**config.mk**
```make
export PLATFORM = sky130hd
export DESIGN_NAME = spio_top
export DESIGN_NICKNAME = d
export VERILOG_FILES = /design/src/spio_pkg.sv /design/src/spio_top.sv /design/src/spio_sync.sv
export VERILOG_INCLUDE_DIRS = /design/src
export SDC_FILE = /design/constraint.sdc
export NUM_CORES = 1
export LEC_CHECK = 0
export ABC_CLOCK_PERIOD_IN_PS = 1600
export BUFFER_PORTS_ARGS = -buffer_cell sky130_fd_sc_hd__clkbuf_2
export CAP_MARGIN = 20
export CORE_AREA = 8 8 56 58
export CTS_CLUSTER_DIAMETER = 200
export CTS_CLUSTER_SIZE = 40
export DETAILED_ROUTE_END_ITERATION = 8
export DIE_AREA = 0 0 64 66
export PLACE_DENSITY = 0.74
export SYNTH_ARGS = -nofsm -noshare
export SYNTH_HDL_FRONTEND = slang
export SYNTH_SLANG_ARGS = --single-unit
```
**constraint.sdc**
```tcl
create_clock -name i_clock -period 1.6 [get_ports i_clock]
set_input_delay 0.24 -clock i_clock [delete_from_list [all_inputs] [get_ports i_clock]]
set_output_delay 0.24 -clock i_clock [all_outputs]
set_load 0.02 [all_outputs]
```
**src/spio_map.svh**
```systemverilog
// Register offsets, field positions, reset values and timing for the pin control block
`ifndef SPIO_MAP_SVH
`define SPIO_MAP_SVH
`define SPIO_ADDR_PIN_IO_CONTROL 8'hf8
`define SPIO_BIT_IRQ_INVERT 6
`define SPIO_BIT_IRQ_IN_SEL 5
`define SPIO_BIT_IRQ_LEVEL 4
`define SPIO_BIT_SYNC_INVERT 3
`define SPIO_BIT_SYNC_IN_SEL 2
`define SPIO_BIT_SYNC_DRIVE 1
`define SPIO_BIT_SYNC_LEVEL 0
`define SPIO_RST_IRQ_INVERT 1'b0
`define SPIO_RST_IRQ_IN_SEL 1'b0
`define SPIO_RST_SYNC_INVERT 1'b0
`define SPIO_RST_SYNC_IN_SEL 1'b0
`define SPIO_RST_SYNC_DRIVE 1'b1
`define SPIO_SYNC_STAGES 2
`endif

```
**src/spio_pkg.sv**
```systemverilog
// Types shared by the pin control block
package spio_pkg;
   // Source choice for the frame-sync pin output
   typedef enum logic [1:0] {
      SPIO_SRC_LEVEL = 2'h0,
      SPIO_SRC_EVENT = 2'h1,
      SPIO_SRC_IRQ = 2'h2,
      SPIO_SRC_LOW = 2'h3
   } spio_src_t;
   // Register access state, one-hot
   typedef enum logic [1:0] {
      SPIO_ST_IDLE = 2'b01,
      SPIO_ST_HOLD = 2'b10
   } spio_state_t;
endpackage

```
**src/spio_top.sv**
```systemverilog
// Control of the interrupt and frame-sync open-drain pins
// Functional notes
// - Interrupt polarity flip bit 6 inverts every source routed to the interrupt pin.
// - Interrupt input select bit 5 releases the interrupt pin for input use.
// - Read-only bit 4 returns the level seen on the interrupt pin.
// - Frame-sync polarity flip bit 3 inverts every source routed to that pin.
// - Frame-sync input select bit 2 releases the frame-sync pin for input use.
// - Frame-sync drive bit 1 sets low or released; resets to one.
// - Frame-sync source map chooses the internal signal driving that pin.
// - Read-only bit 0 returns the level seen on the frame-sync pin.
// - Trigger choice picks frame-sync pin at zero, interrupt pin at one.
`timescale 1ns/1ps
`include "spio_map.svh"
module spio_top
   import spio_pkg::*;
(
   input wire logic i_clock,
   input wire logic i_nrst,
   input wire logic i_reg_wr,
   input wire logic i_reg_rd,
   input wire logic [7:0] i_reg_addr,
   input wire logic [7:0] i_reg_wdata,
   output logic [7:0] o_reg_rdata,
   input wire logic i_irq_source,
   input wire logic [1:0] i_irq_pin_source_map,
   input wire logic i_sync_event,
   input wire logic [1:0] i_sync_pin_source_map,
   input wire logic i_trigger_pin_sel,
   input wire logic i_irq_pin_in,
   output logic o_irq_pin_out,
   output logic o_irq_pin_oe,
   input wire logic i_sync_pin_in,
   output logic o_sync_pin_out,
   output logic o_sync_pin_oe,
   output logic o_ext_trigger,
   output logic o_irq_level,
   output logic o_sync_level
);
   logic irq_inv_r, irq_inv_nxt;
   logic irq_isel_r, irq_isel_nxt;
   logic sync_inv_r, sync_inv_nxt;
   logic sync_isel_r, sync_isel_nxt;
   logic sync_drv_r, sync_drv_nxt;
   logic [7:0] rdata_r, rdata_nxt;
   spio_state_t state_r, state_nxt;
   logic irq_lvl, sync_lvl;
   logic irq_raw, sync_raw;
   logic irq_oe_r, irq_oe_nxt, sync_oe_r, sync_oe_nxt;
   logic trig_r, trig_nxt, irq_lvl_r, sync_lvl_r;
   logic hit;

   // Pin levels are asynchronous to our clock
   spio_sync u_irq_sync (
      .i_clock(i_clock),
      .i_nrst(i_nrst),
      .i_async(i_irq_pin_in),
      .o_sync(irq_lvl)
   );
   spio_sync u_sync_sync (
      .i_clock(i_clock),
      .i_nrst(i_nrst),
      .i_async(i_sync_pin_in),
      .o_sync(sync_lvl)
   );

   assign hit = (i_reg_addr == `SPIO_ADDR_PIN_IO_CONTROL);

   // Register writes and read data; bit 7 is never stored
   always_comb begin
      irq_inv_nxt = irq_inv_r;
      irq_isel_nxt = irq_isel_r;
      sync_inv_nxt = sync_inv_r;
      sync_isel_nxt = sync_isel_r;
      sync_drv_nxt = sync_drv_r;
      rdata_nxt = rdata_r;
      state_nxt = state_r;
      case (state_r)
         SPIO_ST_IDLE: begin
            if (i_reg_wr && hit) begin
               irq_inv_nxt = i_reg_wdata[`SPIO_BIT_IRQ_INVERT];
               irq_isel_nxt = i_reg_wdata[`SPIO_BIT_IRQ_IN_SEL];
               sync_inv_nxt = i_reg_wdata[`SPIO_BIT_SYNC_INVERT];
               sync_isel_nxt = i_reg_wdata[`SPIO_BIT_SYNC_IN_SEL];
               sync_drv_nxt = i_reg_wdata[`SPIO_BIT_SYNC_DRIVE];
            end
            if (i_reg_rd) begin
               rdata_nxt = 8'h00; // Unmapped and reserved read zero
               if (hit) begin
                  rdata_nxt[`SPIO_BIT_IRQ_INVERT] = irq_inv_r;
                  rdata_nxt[`SPIO_BIT_IRQ_IN_SEL] = irq_isel_r;
                  rdata_nxt[`SPIO_BIT_IRQ_LEVEL] = irq_lvl;
                  rdata_nxt[`SPIO_BIT_SYNC_INVERT] = sync_inv_r;
                  rdata_nxt[`SPIO_BIT_SYNC_IN_SEL] = sync_isel_r;
                  rdata_nxt[`SPIO_BIT_SYNC_DRIVE] = sync_drv_r;
                  rdata_nxt[`SPIO_BIT_SYNC_LEVEL] = sync_lvl;
               end
               state_nxt = SPIO_ST_HOLD;
            end
         end
         SPIO_ST_HOLD: begin
            // Read data stands until the strobe drops
            if (!i_reg_rd) begin
               state_nxt = SPIO_ST_IDLE;
            end
         end
         default: begin
            state_nxt = SPIO_ST_IDLE;
         end
      endcase
   end

   always_ff @(posedge i_clock or negedge i_nrst) begin
      if (!i_nrst) begin
         irq_inv_r <= `SPIO_RST_IRQ_INVERT;
         irq_isel_r <= `SPIO_RST_IRQ_IN_SEL;
         sync_inv_r <= `SPIO_RST_SYNC_INVERT;
         sync_isel_r <= `SPIO_RST_SYNC_IN_SEL;
         sync_drv_r <= `SPIO_RST_SYNC_DRIVE;
         rdata_r <= 8'h00;
         state_r <= SPIO_ST_IDLE;
      end else begin
         irq_inv_r <= irq_inv_nxt;
         irq_isel_r <= irq_isel_nxt;
         sync_inv_r <= sync_inv_nxt;
         sync_isel_r <= sync_isel_nxt;
         sync_drv_r <= sync_drv_nxt;
         rdata_r <= rdata_nxt;
         state_r <= state_nxt;
      end
   end

   // Source selection and polarity; open drain only ever pulls low
   always_comb begin
      irq_raw = i_irq_source;
      if (i_irq_pin_source_map == 2'h1) begin
         irq_raw = i_sync_event;
      end
      irq_raw = irq_raw ^ irq_inv_r;
      case (spio_src_t'(i_sync_pin_source_map))
         SPIO_SRC_LEVEL: sync_raw = sync_drv_r;
         SPIO_SRC_EVENT: sync_raw = i_sync_event;
         SPIO_SRC_IRQ: sync_raw = i_irq_source;
         SPIO_SRC_LOW: sync_raw = 1'b0;
         default: sync_raw = sync_drv_r;
      endcase
      sync_raw = sync_raw ^ sync_inv_r;
      irq_oe_nxt = !irq_isel_r && !irq_raw;
      sync_oe_nxt = !sync_isel_r && !sync_raw;
      trig_nxt = i_trigger_pin_sel ? irq_lvl : sync_lvl;
   end

   // Registered pin drive; enables start released after reset
   always_ff @(posedge i_clock or negedge i_nrst) begin
      if (!i_nrst) begin
         irq_oe_r <= 1'b0;
         sync_oe_r <= 1'b0;
         trig_r <= 1'b0;
         irq_lvl_r <= 1'b0;
         sync_lvl_r <= 1'b0;
      end else begin
         irq_oe_r <= irq_oe_nxt;
         sync_oe_r <= sync_oe_nxt;
         trig_r <= trig_nxt;
         irq_lvl_r <= irq_lvl;
         sync_lvl_r <= sync_lvl;
      end
   end

   assign o_reg_rdata = rdata_r;
   assign o_irq_pin_out = 1'b0;
   assign o_irq_pin_oe = irq_oe_r;
   assign o_sync_pin_out = 1'b0;
   assign o_sync_pin_oe = sync_oe_r;
   assign o_ext_trigger = trig_r;
   assign o_irq_level = irq_lvl_r;
   assign o_sync_level = sync_lvl_r;

   // Checks; pin drive is registered, so each consequent looks one edge after its cause
   a_irq_in_release: assert property (@(posedge i_clock) disable iff (!i_nrst)
      irq_isel_r |=> !o_irq_pin_oe) else $error("irq pin driven in input mode");
   a_sync_in_release: assert property (@(posedge i_clock) disable iff (!i_nrst)
      sync_isel_r |=> !o_sync_pin_oe) else $error("sync pin driven in input mode");
   a_irq_invert_map: assert property (@(posedge i_clock) disable iff (!i_nrst)
      (!irq_isel_r && i_irq_pin_source_map == 2'h0) |=>
      o_irq_pin_oe == ($past(i_irq_source) == $past(irq_inv_r))) else $error("irq polarity wrong");
   a_irq_event_map: assert property (@(posedge i_clock) disable iff (!i_nrst)
      (!irq_isel_r && i_irq_pin_source_map == 2'h1) |=>
      o_irq_pin_oe == ($past(i_sync_event) == $past(irq_inv_r))) else $error("irq event polarity wrong");
   a_sync_drive_lvl: assert property (@(posedge i_clock) disable iff (!i_nrst)
      (!sync_isel_r && i_sync_pin_source_map == 2'h0) |=>
      o_sync_pin_oe == ($past(sync_drv_r) == $past(sync_inv_r))) else $error("sync drive wrong");
   a_sync_src_low: assert property (@(posedge i_clock) disable iff (!i_nrst)
      (!sync_isel_r && !sync_inv_r && i_sync_pin_source_map == 2'h3) |=> o_sync_pin_oe)
      else $error("sync low source not driven");
   // Status bits report the synchronised level, never the raw pin
   a_irq_level_read: assert property (@(posedge i_clock) disable iff (!i_nrst)
      (i_reg_rd && hit && state_r == SPIO_ST_IDLE) |=> o_reg_rdata[4] == $past(irq_lvl))
      else $error("irq level read wrong");
   a_sync_level_read: assert property (@(posedge i_clock) disable iff (!i_nrst)
      (i_reg_rd && hit && state_r == SPIO_ST_IDLE) |=> o_reg_rdata[0] == $past(sync_lvl))
      else $error("sync level read wrong");
   a_reserved_zero: assert property (@(posedge i_clock) disable iff (!i_nrst)
      !o_reg_rdata[7]) else $error("reserved bit set");
   a_trigger_pick: assert property (@(posedge i_clock) disable iff (!i_nrst)
      i_trigger_pin_sel |=> o_ext_trigger == $past(irq_lvl)) else $error("trigger pick wrong");
   a_trigger_sync_pick: assert property (@(posedge i_clock) disable iff (!i_nrst)
      !i_trigger_pin_sel |=> o_ext_trigger == $past(sync_lvl)) else $error("trigger sync pick wrong");
   // A single flop would show the new level one cycle early
   a_sync_two_flop: assert property (@(posedge i_clock) disable iff (!i_nrst)
      $rose(i_sync_pin_in) |=> !sync_lvl ##1 sync_lvl) else $error("sync level lag wrong");
   a_irq_two_flop: assert property (@(posedge i_clock) disable iff (!i_nrst)
      $rose(i_irq_pin_in) |=> !irq_lvl ##1 irq_lvl) else $error("irq level lag wrong");
   // Scenarios the bench is expected to reach
   c_irq_input: cover property (@(posedge i_clock) disable iff (!i_nrst) irq_isel_r && irq_lvl);
   c_sync_pulled: cover property (@(posedge i_clock) disable iff (!i_nrst) sync_isel_r && !sync_lvl);
   c_sync_driven: cover property (@(posedge i_clock) disable iff (!i_nrst) o_sync_pin_oe);
   c_inverted: cover property (@(posedge i_clock) disable iff (!i_nrst) irq_inv_r && o_irq_pin_oe);
   c_read: cover property (@(posedge i_clock) disable iff (!i_nrst) i_reg_rd && hit);
endmodule

```
**src/spio_sync.sv**
```systemverilog
// Two flip-flop synchroniser for one pin level
`timescale 1ns/1ps
module spio_sync (
   input wire logic i_clock,
   input wire logic i_nrst,
   input wire logic i_async,
   output logic o_sync
);
   logic meta_r;
   logic meta_nxt;
   logic sync_r;
   logic sync_nxt;
   // Second stage alone reads the first
   always_comb begin
      meta_nxt = i_async;
      sync_nxt = meta_r;
   end
   // Reset to low; pins are pulled up so first samples settle in two cycles
   always_ff @(posedge i_clock or negedge i_nrst) begin
      if (!i_nrst) begin
         meta_r <= 1'b0;
         sync_r <= 1'b0;
      end else begin
         meta_r <= meta_nxt;
         sync_r <= sync_nxt;
      end
   end
   assign o_sync = sync_r;
endmodule

```
==> Word-level counts from Yosys, hierarchy flattened <==
Cells that the tools add are included.
{ "classes": {"n_eq_ne": 9, "mux": 7, "bitwise": 2, "n_reduce_logical": 11} }
{ "op_table": {"columns": ["cell", "count"], "rows": [
  ["8-bit equality test, second input constant", 1],
  ["7-bit two-way mux", 1],
  ["2-bit by 1-bit equality test with 1-bit output, second input constant", 3],
  ["2-bit equality test, second input constant", 3],
  ["2-bit AND reduction", 3],
  ["1-bit zero test", 4],
  ["2-bit two-way mux", 2],
  ["2-bit != test, second input constant", 2],
  ["1-bit one-hot mux with 4 select lines", 1],
  ["2-bit one-hot mux with 2 select lines", 1],
  ["1-bit logical AND", 3],
  ["2-bit zero test", 1],
  ["1-bit two-way mux", 2],
  ["1-bit bitwise XOR", 2]
]} }
{ "word_totals": {"ff_bits": 23} }

==> Logic depth before layout (Yosys ltp) <==
Gate-level depths: netlist of run 1.
{ "logic_depth": {"ltp_word": 5, "mapped_depth": 4} }

==> By module <==
From an unflattened synthesis of run 1, not the netlist that was laid out.
{ "unflattened": {"cells_unflattened": 80, "hier_area_um2": 963.4} }
{ "modules_own_cells": {"columns": ["module", "instances", "cells_each", "area_per_inst_um2"], "rows": [
  ["spio_top", 1, 76, 863.3],
  ["spio_sync", 2, 2, 50.0]
]} }

==> Worst setup path before layout of run 1 <==
Ideal clock, no wire load.
{ "synth_path": {"kind": "reg2reg", "startpoint": "reg state_r[0]", "endpoint": "reg irq_inv_r", "arrival_time_ns": 1.260, "setup_slack_ns": 0.216, "path_stages_with_launch": 4, "period_less_slack_ns": 1.384, "cell_sequence": "dfstp_2 > nand3b_1 > nor4_4 > mux2_2"} }
{ "synth_between": {"elab_chain_cells": 2} }
{ "synth_rtl": {"columns": ["element", "line_no", "text"], "rows": [
  ["start: declaration", "spio_top.sv:45", "spio_state_t state_r, state_nxt;"],
  ["start signal: assignment", "spio_top.sv:128", "state_r <= state_nxt;"],
  ["2-bit by 1-bit equality test with 1-bit output", "spio_top.sv:77", "case (state_r)"],
  ["2-bit AND reduction (no line)", null, null],
  ["end signal: assignment", "spio_top.sv:114", "irq_inv_r <= `SPIO_RST_IRQ_INVERT;"],
  ["end signal: assignment", "spio_top.sv:122", "irq_inv_r <= irq_inv_nxt;"],
  ["end: declaration", "spio_top.sv:39", "logic irq_inv_r, irq_inv_nxt;"]
]} }
Every way passes these cells.
A chain may end at the register's enable or synchronous reset.

==> Worst setup path in the final report of run 1 <==
Ends and elaborated chain as after synthesis.

==> results of run 1 <==
-- kinds of logic after synthesis --
group	Yosys count
buf+inv	8
xor+xnor	1
flops	23
other cells	1
compound gates	11
simple gates	28
mux	8
-- per-stage QoR --
stage / area [sq um] / util [%]
floorplan: 965 / -
global placement: 1160 / 49.8
detailed placement: 1160 / 49.8
CTS: 1190 / 51.4
global route: 1190 / 51.4
finish: 1190 / 51.4
-- power groups by stage --
stage	registers, uW	logic (uW)	clock network [uW]
floorplan	691	131	0
global placement	680	203	0
detailed placement	685	209	0
CTS	674	212	271
global route	681	231	284
finish	673	209	252
-- per-layer routing --
metal | share of wire, % | vias up
met5 | 0 | -
met4 | 3.4 | 0
met3 | 5.5 | 6
met2 | 51 | 25
met1 | 40 | 340
li1 | - | 346
-- worst paths after layout --
check / cells past startpoint / from / slack [ps] / to
setup / recovery: 3 / state_r[0]$_DFFE_PN1P_ / 120 / irq_inv_r$_DFFE_PN0P_
hold / removal: 1 / i_irq_pin_in / 40 / u_irq_sync.meta_r$_DFF_PN0_
setup reg to reg: 3 / state_r[0]$_DFFE_PN1P_ / 120 / irq_inv_r$_DFFE_PN0P_
hold reg to reg: 0 / u_sync_sync.meta_r$_DFF_PN0_ / 360 / u_sync_sync.o_sync$_DFF_PN0_
max in group asynchronous: 2 / i_nrst / 780 / state_r[0]$_DFFE_PN1P_
min in group asynchronous: 2 / i_nrst / 440 / sync_inv_r$_DFFE_PN0P_
-- cells in the final DEF, fill, tap and decap left out, drive strengths merged --
cell type | netlist | layout
clkbuf | 1 | 41
dfrtp | 21 | 21
nand2 | 14 | 14
o21ai | 7 | 7
mux2 | 7 | 7
nand3b | 4 | 4
inv | 3 | 3
conb | 1 | 3
nor2b | 2 | 2
o211ai | 2 | 2
dfstp | 2 | 2
or3b | 1 | 1
a21oi | 1 | 1
nor2 | 1 | 1
mux2i | 1 | 1
or2 | 1 | 1
nand4b | 1 | 1
or3 | 1 | 1
and3b | 1 | 1
xor2 | 1 | 1
and2 | 1 | 1
nor4 | 1 | 1
o31ai | 1 | 1
dlygate4sd3 | 0 | 1
-- worst max-delay path, delay by kind of cell, from the launching register on --
kind	cells	cell delay [ps]
muxes	1	390
DFF	1	570
and+or+nand+nor	2	420
-- what timing repair did --
action,4_1_cts,5_1_grt
hold endpoints to repair,21,0
endpoints found under the setup margin,0,0
hold buffers,1,0
-- layout make-up --
cell class / instances / area share (%)
clock buffers: 4 / 2.20
well taps: 30 / 3.15
inverters: 3 / 0.944
flip-flops and latches: 23 / 48.5
multi-input cells: 51 / 28.9
repair buffers: 38 / 16.4
==> reports/qor.yml, run 1 <==
switching_power_uw: 309
dpl.cell_count: 144
powerDensity_nw_per_um2: 951
grt.met1_usage_pct: 9.04
clock-sinks: 23
crit_slowest_cell: "dfstp_2"
synth_xor_xnor_area_share_pct: 0.915
clock_latency_ps: 300
final_cells: 149
grt_use_met3_pct: 2.20
hold_path.class: "in2reg"
run_status: "complete, no violations"
rsz0062_at_grt: "no"
antenna_found_initial: 0
nets: 149
place.gp.congestion: 0.757
vias: 717
track_usage_pct: 9.21
antenna_cells: 0
avgSynthCellArea_sq_um: 12.0
ys_ff_latch: 23
drive_above_1_share_pct: 44.5
synth_top_family_by_area: "simple AND/OR/NAND/NOR gates"
via_per_inst: 4.81
cts_tree: "built"
yosysSeqAreaShare_pct: 60.4
critPathMaxFanout: 5
wl_um: 1900
sequentialPowerShare_pct: 59.3
slowest_delay_ps: 570
ys.flop_type: "dfrtp_1"
finalHoldViolCount: 0
comb_power_share_pct: 18.4
fin_crit_ps: 1480
whs_ps: 44.2
port_buffers: 37
clkPwrFrac_pct: 22.3
drc_errors: 0
synth_common_cells: "21 x dfrtp_1, 14 x nand2_1, 7 x mux2_2, 7 x o21ai_0, 4 x nand3b_1"
cts-root-buf: "clkbuf_4"
post_cts_buffers: 0
irDropWorstVdd_uv: 433
synth_area_leaders: "dfrtp_1 55%, mux2_2 8.2%, dfstp_2 5.5%, nand2_1 5.5%, o21ai_0 3.7%"
finalSetupViolations: 0
yosysTopAreaCell: "dfrtp_1"
synth_edf_count: 0
synth_compound_area_share_pct: 7.06
netlist_area_sq_um: 957
ctsLongestPathBuffers: 2
p_leak_uw: 0.000589
timing.final.ws_setup_ps: 123
yosys.area_share.adder_pct: 0
slew_headroom_pct: 64.2
nFillCells: 216
synth-simple-area-share_pct: 17.5
dp_slack_ps: 80.8
die_h_um: 66
worstSetupPathType: "reg2reg"
cts-resized-gates: 0
multiInputGateArea_sq_um: 344
grtUsageMet2_pct: 15.8
cp-end-kind: "flip-flop"
hpwl_um: 1580
worstPathArrival_ps: 1680
numCtsBuffers: 3
fp.dieW_um: 64
yosysTopAreaCellShare_pct: 54.9
cts_max_level: 1
cts.reportedPaths.clkPinSlew_ps: 120
yosys-mux-area-fraction_pct: 9.28
synth_cell_type_count: 25
fmax_mhz: 677
largest_reg_flops: 7
first_pass_iters: 4
initial_core_util_pct: 41.3
grt_pass1_wl_um: 3080
fp-row-count: 18
drtIter0Drc: 14
finalPower_uw: 1130
critical_path.cell_chain: "nand3b_1, nor4_4, mux2_2"
finalCritPeriodShare_pct: 92.3
grt_busiest_layer: "met2"
tightest_slew_ps: 537
coreArea_sq_um: 2320
area_growth_pct: 24.6
postRouteAntennaNets: 0
slew_violations: 0
wl_per_cell_um: 12.8
intPower_uw: 825
grt_overflow: 0
grt_pass1_vias: 764
startpoint_type: "flip-flop"
ff_latch_area_sq_um: 578
io_pins: 44
cap_violations: 0
cp.required_ps: 1800
die_area_sq_um: 4220
ys_async_sr_fraction_pct: 100
syn_inst: 80
yosys_warnings: 0
fin_tns_setup_ps: 0
grt_max_degree: 24
final.setup_skew_ps: 10.7
synth.most_common_cell: "dfrtp_1"
swShare_pct: 27.3
Power figures use the tool's default switching activity.
==> inputs of run 2 (changes only) <==
CELL_PAD_IN_SITES_DETAIL_PLACEMENT = 1   (was unset)
CELL_PAD_IN_SITES_GLOBAL_PLACEMENT = 2   (was unset)
CORE_AREA = 8 8 69 71   (was 8 8 56 58)
CTS_CLUSTER_DIAMETER = 30   (was 200)
DIE_AREA = 0 0 77 79   (was 0 0 64 66)
PLACE_DENSITY = unset   (was 0.74)
PLACE_DENSITY_LB_ADDON = 0.1   (was unset)
SKIP_LAST_GASP = 1   (was unset)
==> reports/qor.yml, run 2 (synthesis gave the netlist of run 1 again) <==
cts.reportedPaths.clkPinSlew_ps: 80
wl_um: 2250
clock_latency_ps: 260
hpwl_um: 1830
initial_core_util_pct: 25.2
via_per_inst: 4.18
cp.required_ps: 1750
finalSetupViolations: 0
crit_end: "irq_inv_r$_DFFE_PN0P_"
cts-root-buf: "clkbuf_8"
wl_per_cell_um: 13.3
fp.dieW_um: 77
worstPathArrival_ps: 1600
worstSetupPathType: "reg2reg"
final_design_area_no_fill_sq_um: 1240
area_growth_pct: 30.1
r2r_cells: 4
finalCritPeriodShare_pct: 90.3
ctsLongestPathBuffers: 2
powerDensity_nw_per_um2: 999
cp_num_cells: 4
io_pins: 44
slew_violations: 0
final.setup_skew_ps: 2.73
timing.critical_path.from: "state_r[0]$_DFFE_PN1P_"
grt_max_degree: 24
run_status: "complete, no violations"
grt_overflow: 0
port_buffers: 37
cts-resized-gates: 0
whs_ps: 79.8
dp_slack_ps: 129
fmax_mhz: 692
layout_commonest_cell: "clkbuf_2"
die_area_sq_um: 6080
antenna_cells: 0
r2r-end: "irq_inv_r$_DFFE_PN0P_"
clock-sinks: 23
tightest_slew_ps: 578
cp-end-kind: "flip-flop"
postPlaceCellArea_sq_um: 1190
die_h_um: 79
largest_reg_flops: 7
cp_top_family: "flip-flops"
numCtsBuffers: 3
fin_crit_ps: 1450
fp-row-count: 23
hold_path.class: "in2reg"
cts_max_level: 1
irDropWorstVdd_uv: 351
antenna_found_initial: 0
r2r_slack_ps: 150
critical_path.cell_chain: "nand3b_1, nor4_4, buf_4, mux2_2"
p_leak_uw: 0.000605
first_pass_iters: 3
drc_errors: 0
track_usage_pct: 7.65
layout_common_cells: "37 x clkbuf_2, 21 x dfrtp_1, 14 x nand2_1"
cts_tree: "built"
rsz0062_at_grt: "no"
vias: 711
place.gp.congestion: 0.637
startpoint_type: "flip-flop"
drtIter0Drc: 11
finalPower_uw: 1240
postRouteAntennaNets: 0
grt_pass1_wl_um: 3750
crit_buf_inv: 1
slowest_delay_ps: 560
worstReg2RegStart: "state_r[0]$_DFFE_PN1P_"
finalHoldViolCount: 0
critPathMaxFanout: 5
grt_pass1_vias: 830
fin_tns_setup_ps: 0
slew_headroom_pct: 61.5
nFillCells: 455
crit_slowest_cell: "dfstp_2"
drive_above_1_share_pct: 45.8
coreArea_sq_um: 3800
nets: 150
timing.final.ws_setup_ps: 154
cap_violations: 0
run 2: what timing repair did:
| item | in CTS | in global routing |
|---|---|---|
| hold buffers | 1 | 0 |
| endpoints found under the hold margin | 21 | 0 |
| setup buffers | 0 | 0 |
run 2: worst min-delay path by stage:
stage / startpoint / to / slack, ps / cells after the start
3_3_place_gp: i_nrst / o_irq_level$_DFF_PN0_ / 260 / 1
6_report: i_sync_pin_in / u_sync_sync.meta_r$_DFF_PN0_ / 80 / 1
4_1_cts: i_sync_pin_in / u_sync_sync.meta_r$_DFF_PN0_ / 70 / 1
5_1_grt: i_sync_pin_in / u_sync_sync.meta_r$_DFF_PN0_ / 70 / 1
3_5_place_dp: i_nrst / o_irq_level$_DFF_PN0_ / 280 / 1
2_1_floorplan: i_nrst / irq_inv_r$_DFFE_PN0P_ / -60 / 0
run 2: routing by layer:
| metal | GRT usage (%) | share of wire (%) |
|---|---|---|
| met3 | 3.39 | 7.2 |
| met1 | 7.89 | 41 |
| met5 | 0 | 0 |
| met2 | 13.5 | 51 |
| met4 | 2.83 | 0.75 |
run 2: cell type report:
type / instances / area (sq um) / share of cell area, %
Tap cell: 50 / 62.6 / 5.03
Timing Repair Buffer: 39 / 203 / 16.3
Inverter: 3 / 11.3 / 0.905
Clock buffer: 3 / 41.3 / 3.32
Multi-Input combinational cell: 51 / 344 / 27.6
Sequential cell: 23 / 578 / 46.4
Clock inverter: 1 / 5.00 / 0.402
run 2: worst register-to-register path: cells and delay by family (launching register included):
family,cells,cell delay (ps)
AND/OR/NAND/NOR,2,260
flip-flops,1,560
multiplexers,1,330
buffers and inverters,1,180
run 2: report_power, final:
| group | total [uW] | switching [uW] | internal (uW) |
|---|---|---|---|
| sequential | 673 | 35.4 | 638 |
| combinational | 216 | 126 | 90.1 |
| clock | 355 | 181 | 174 |
run 2: metrics by stage:
stage	utilization (%)	std cells
6_report	32.8	170
5_1_grt	32.8	170
4_1_cts	32.8	170
3_5_place_dp	31.3	165
3_3_place_gp	31.3	165
2_1_floorplan	-	82
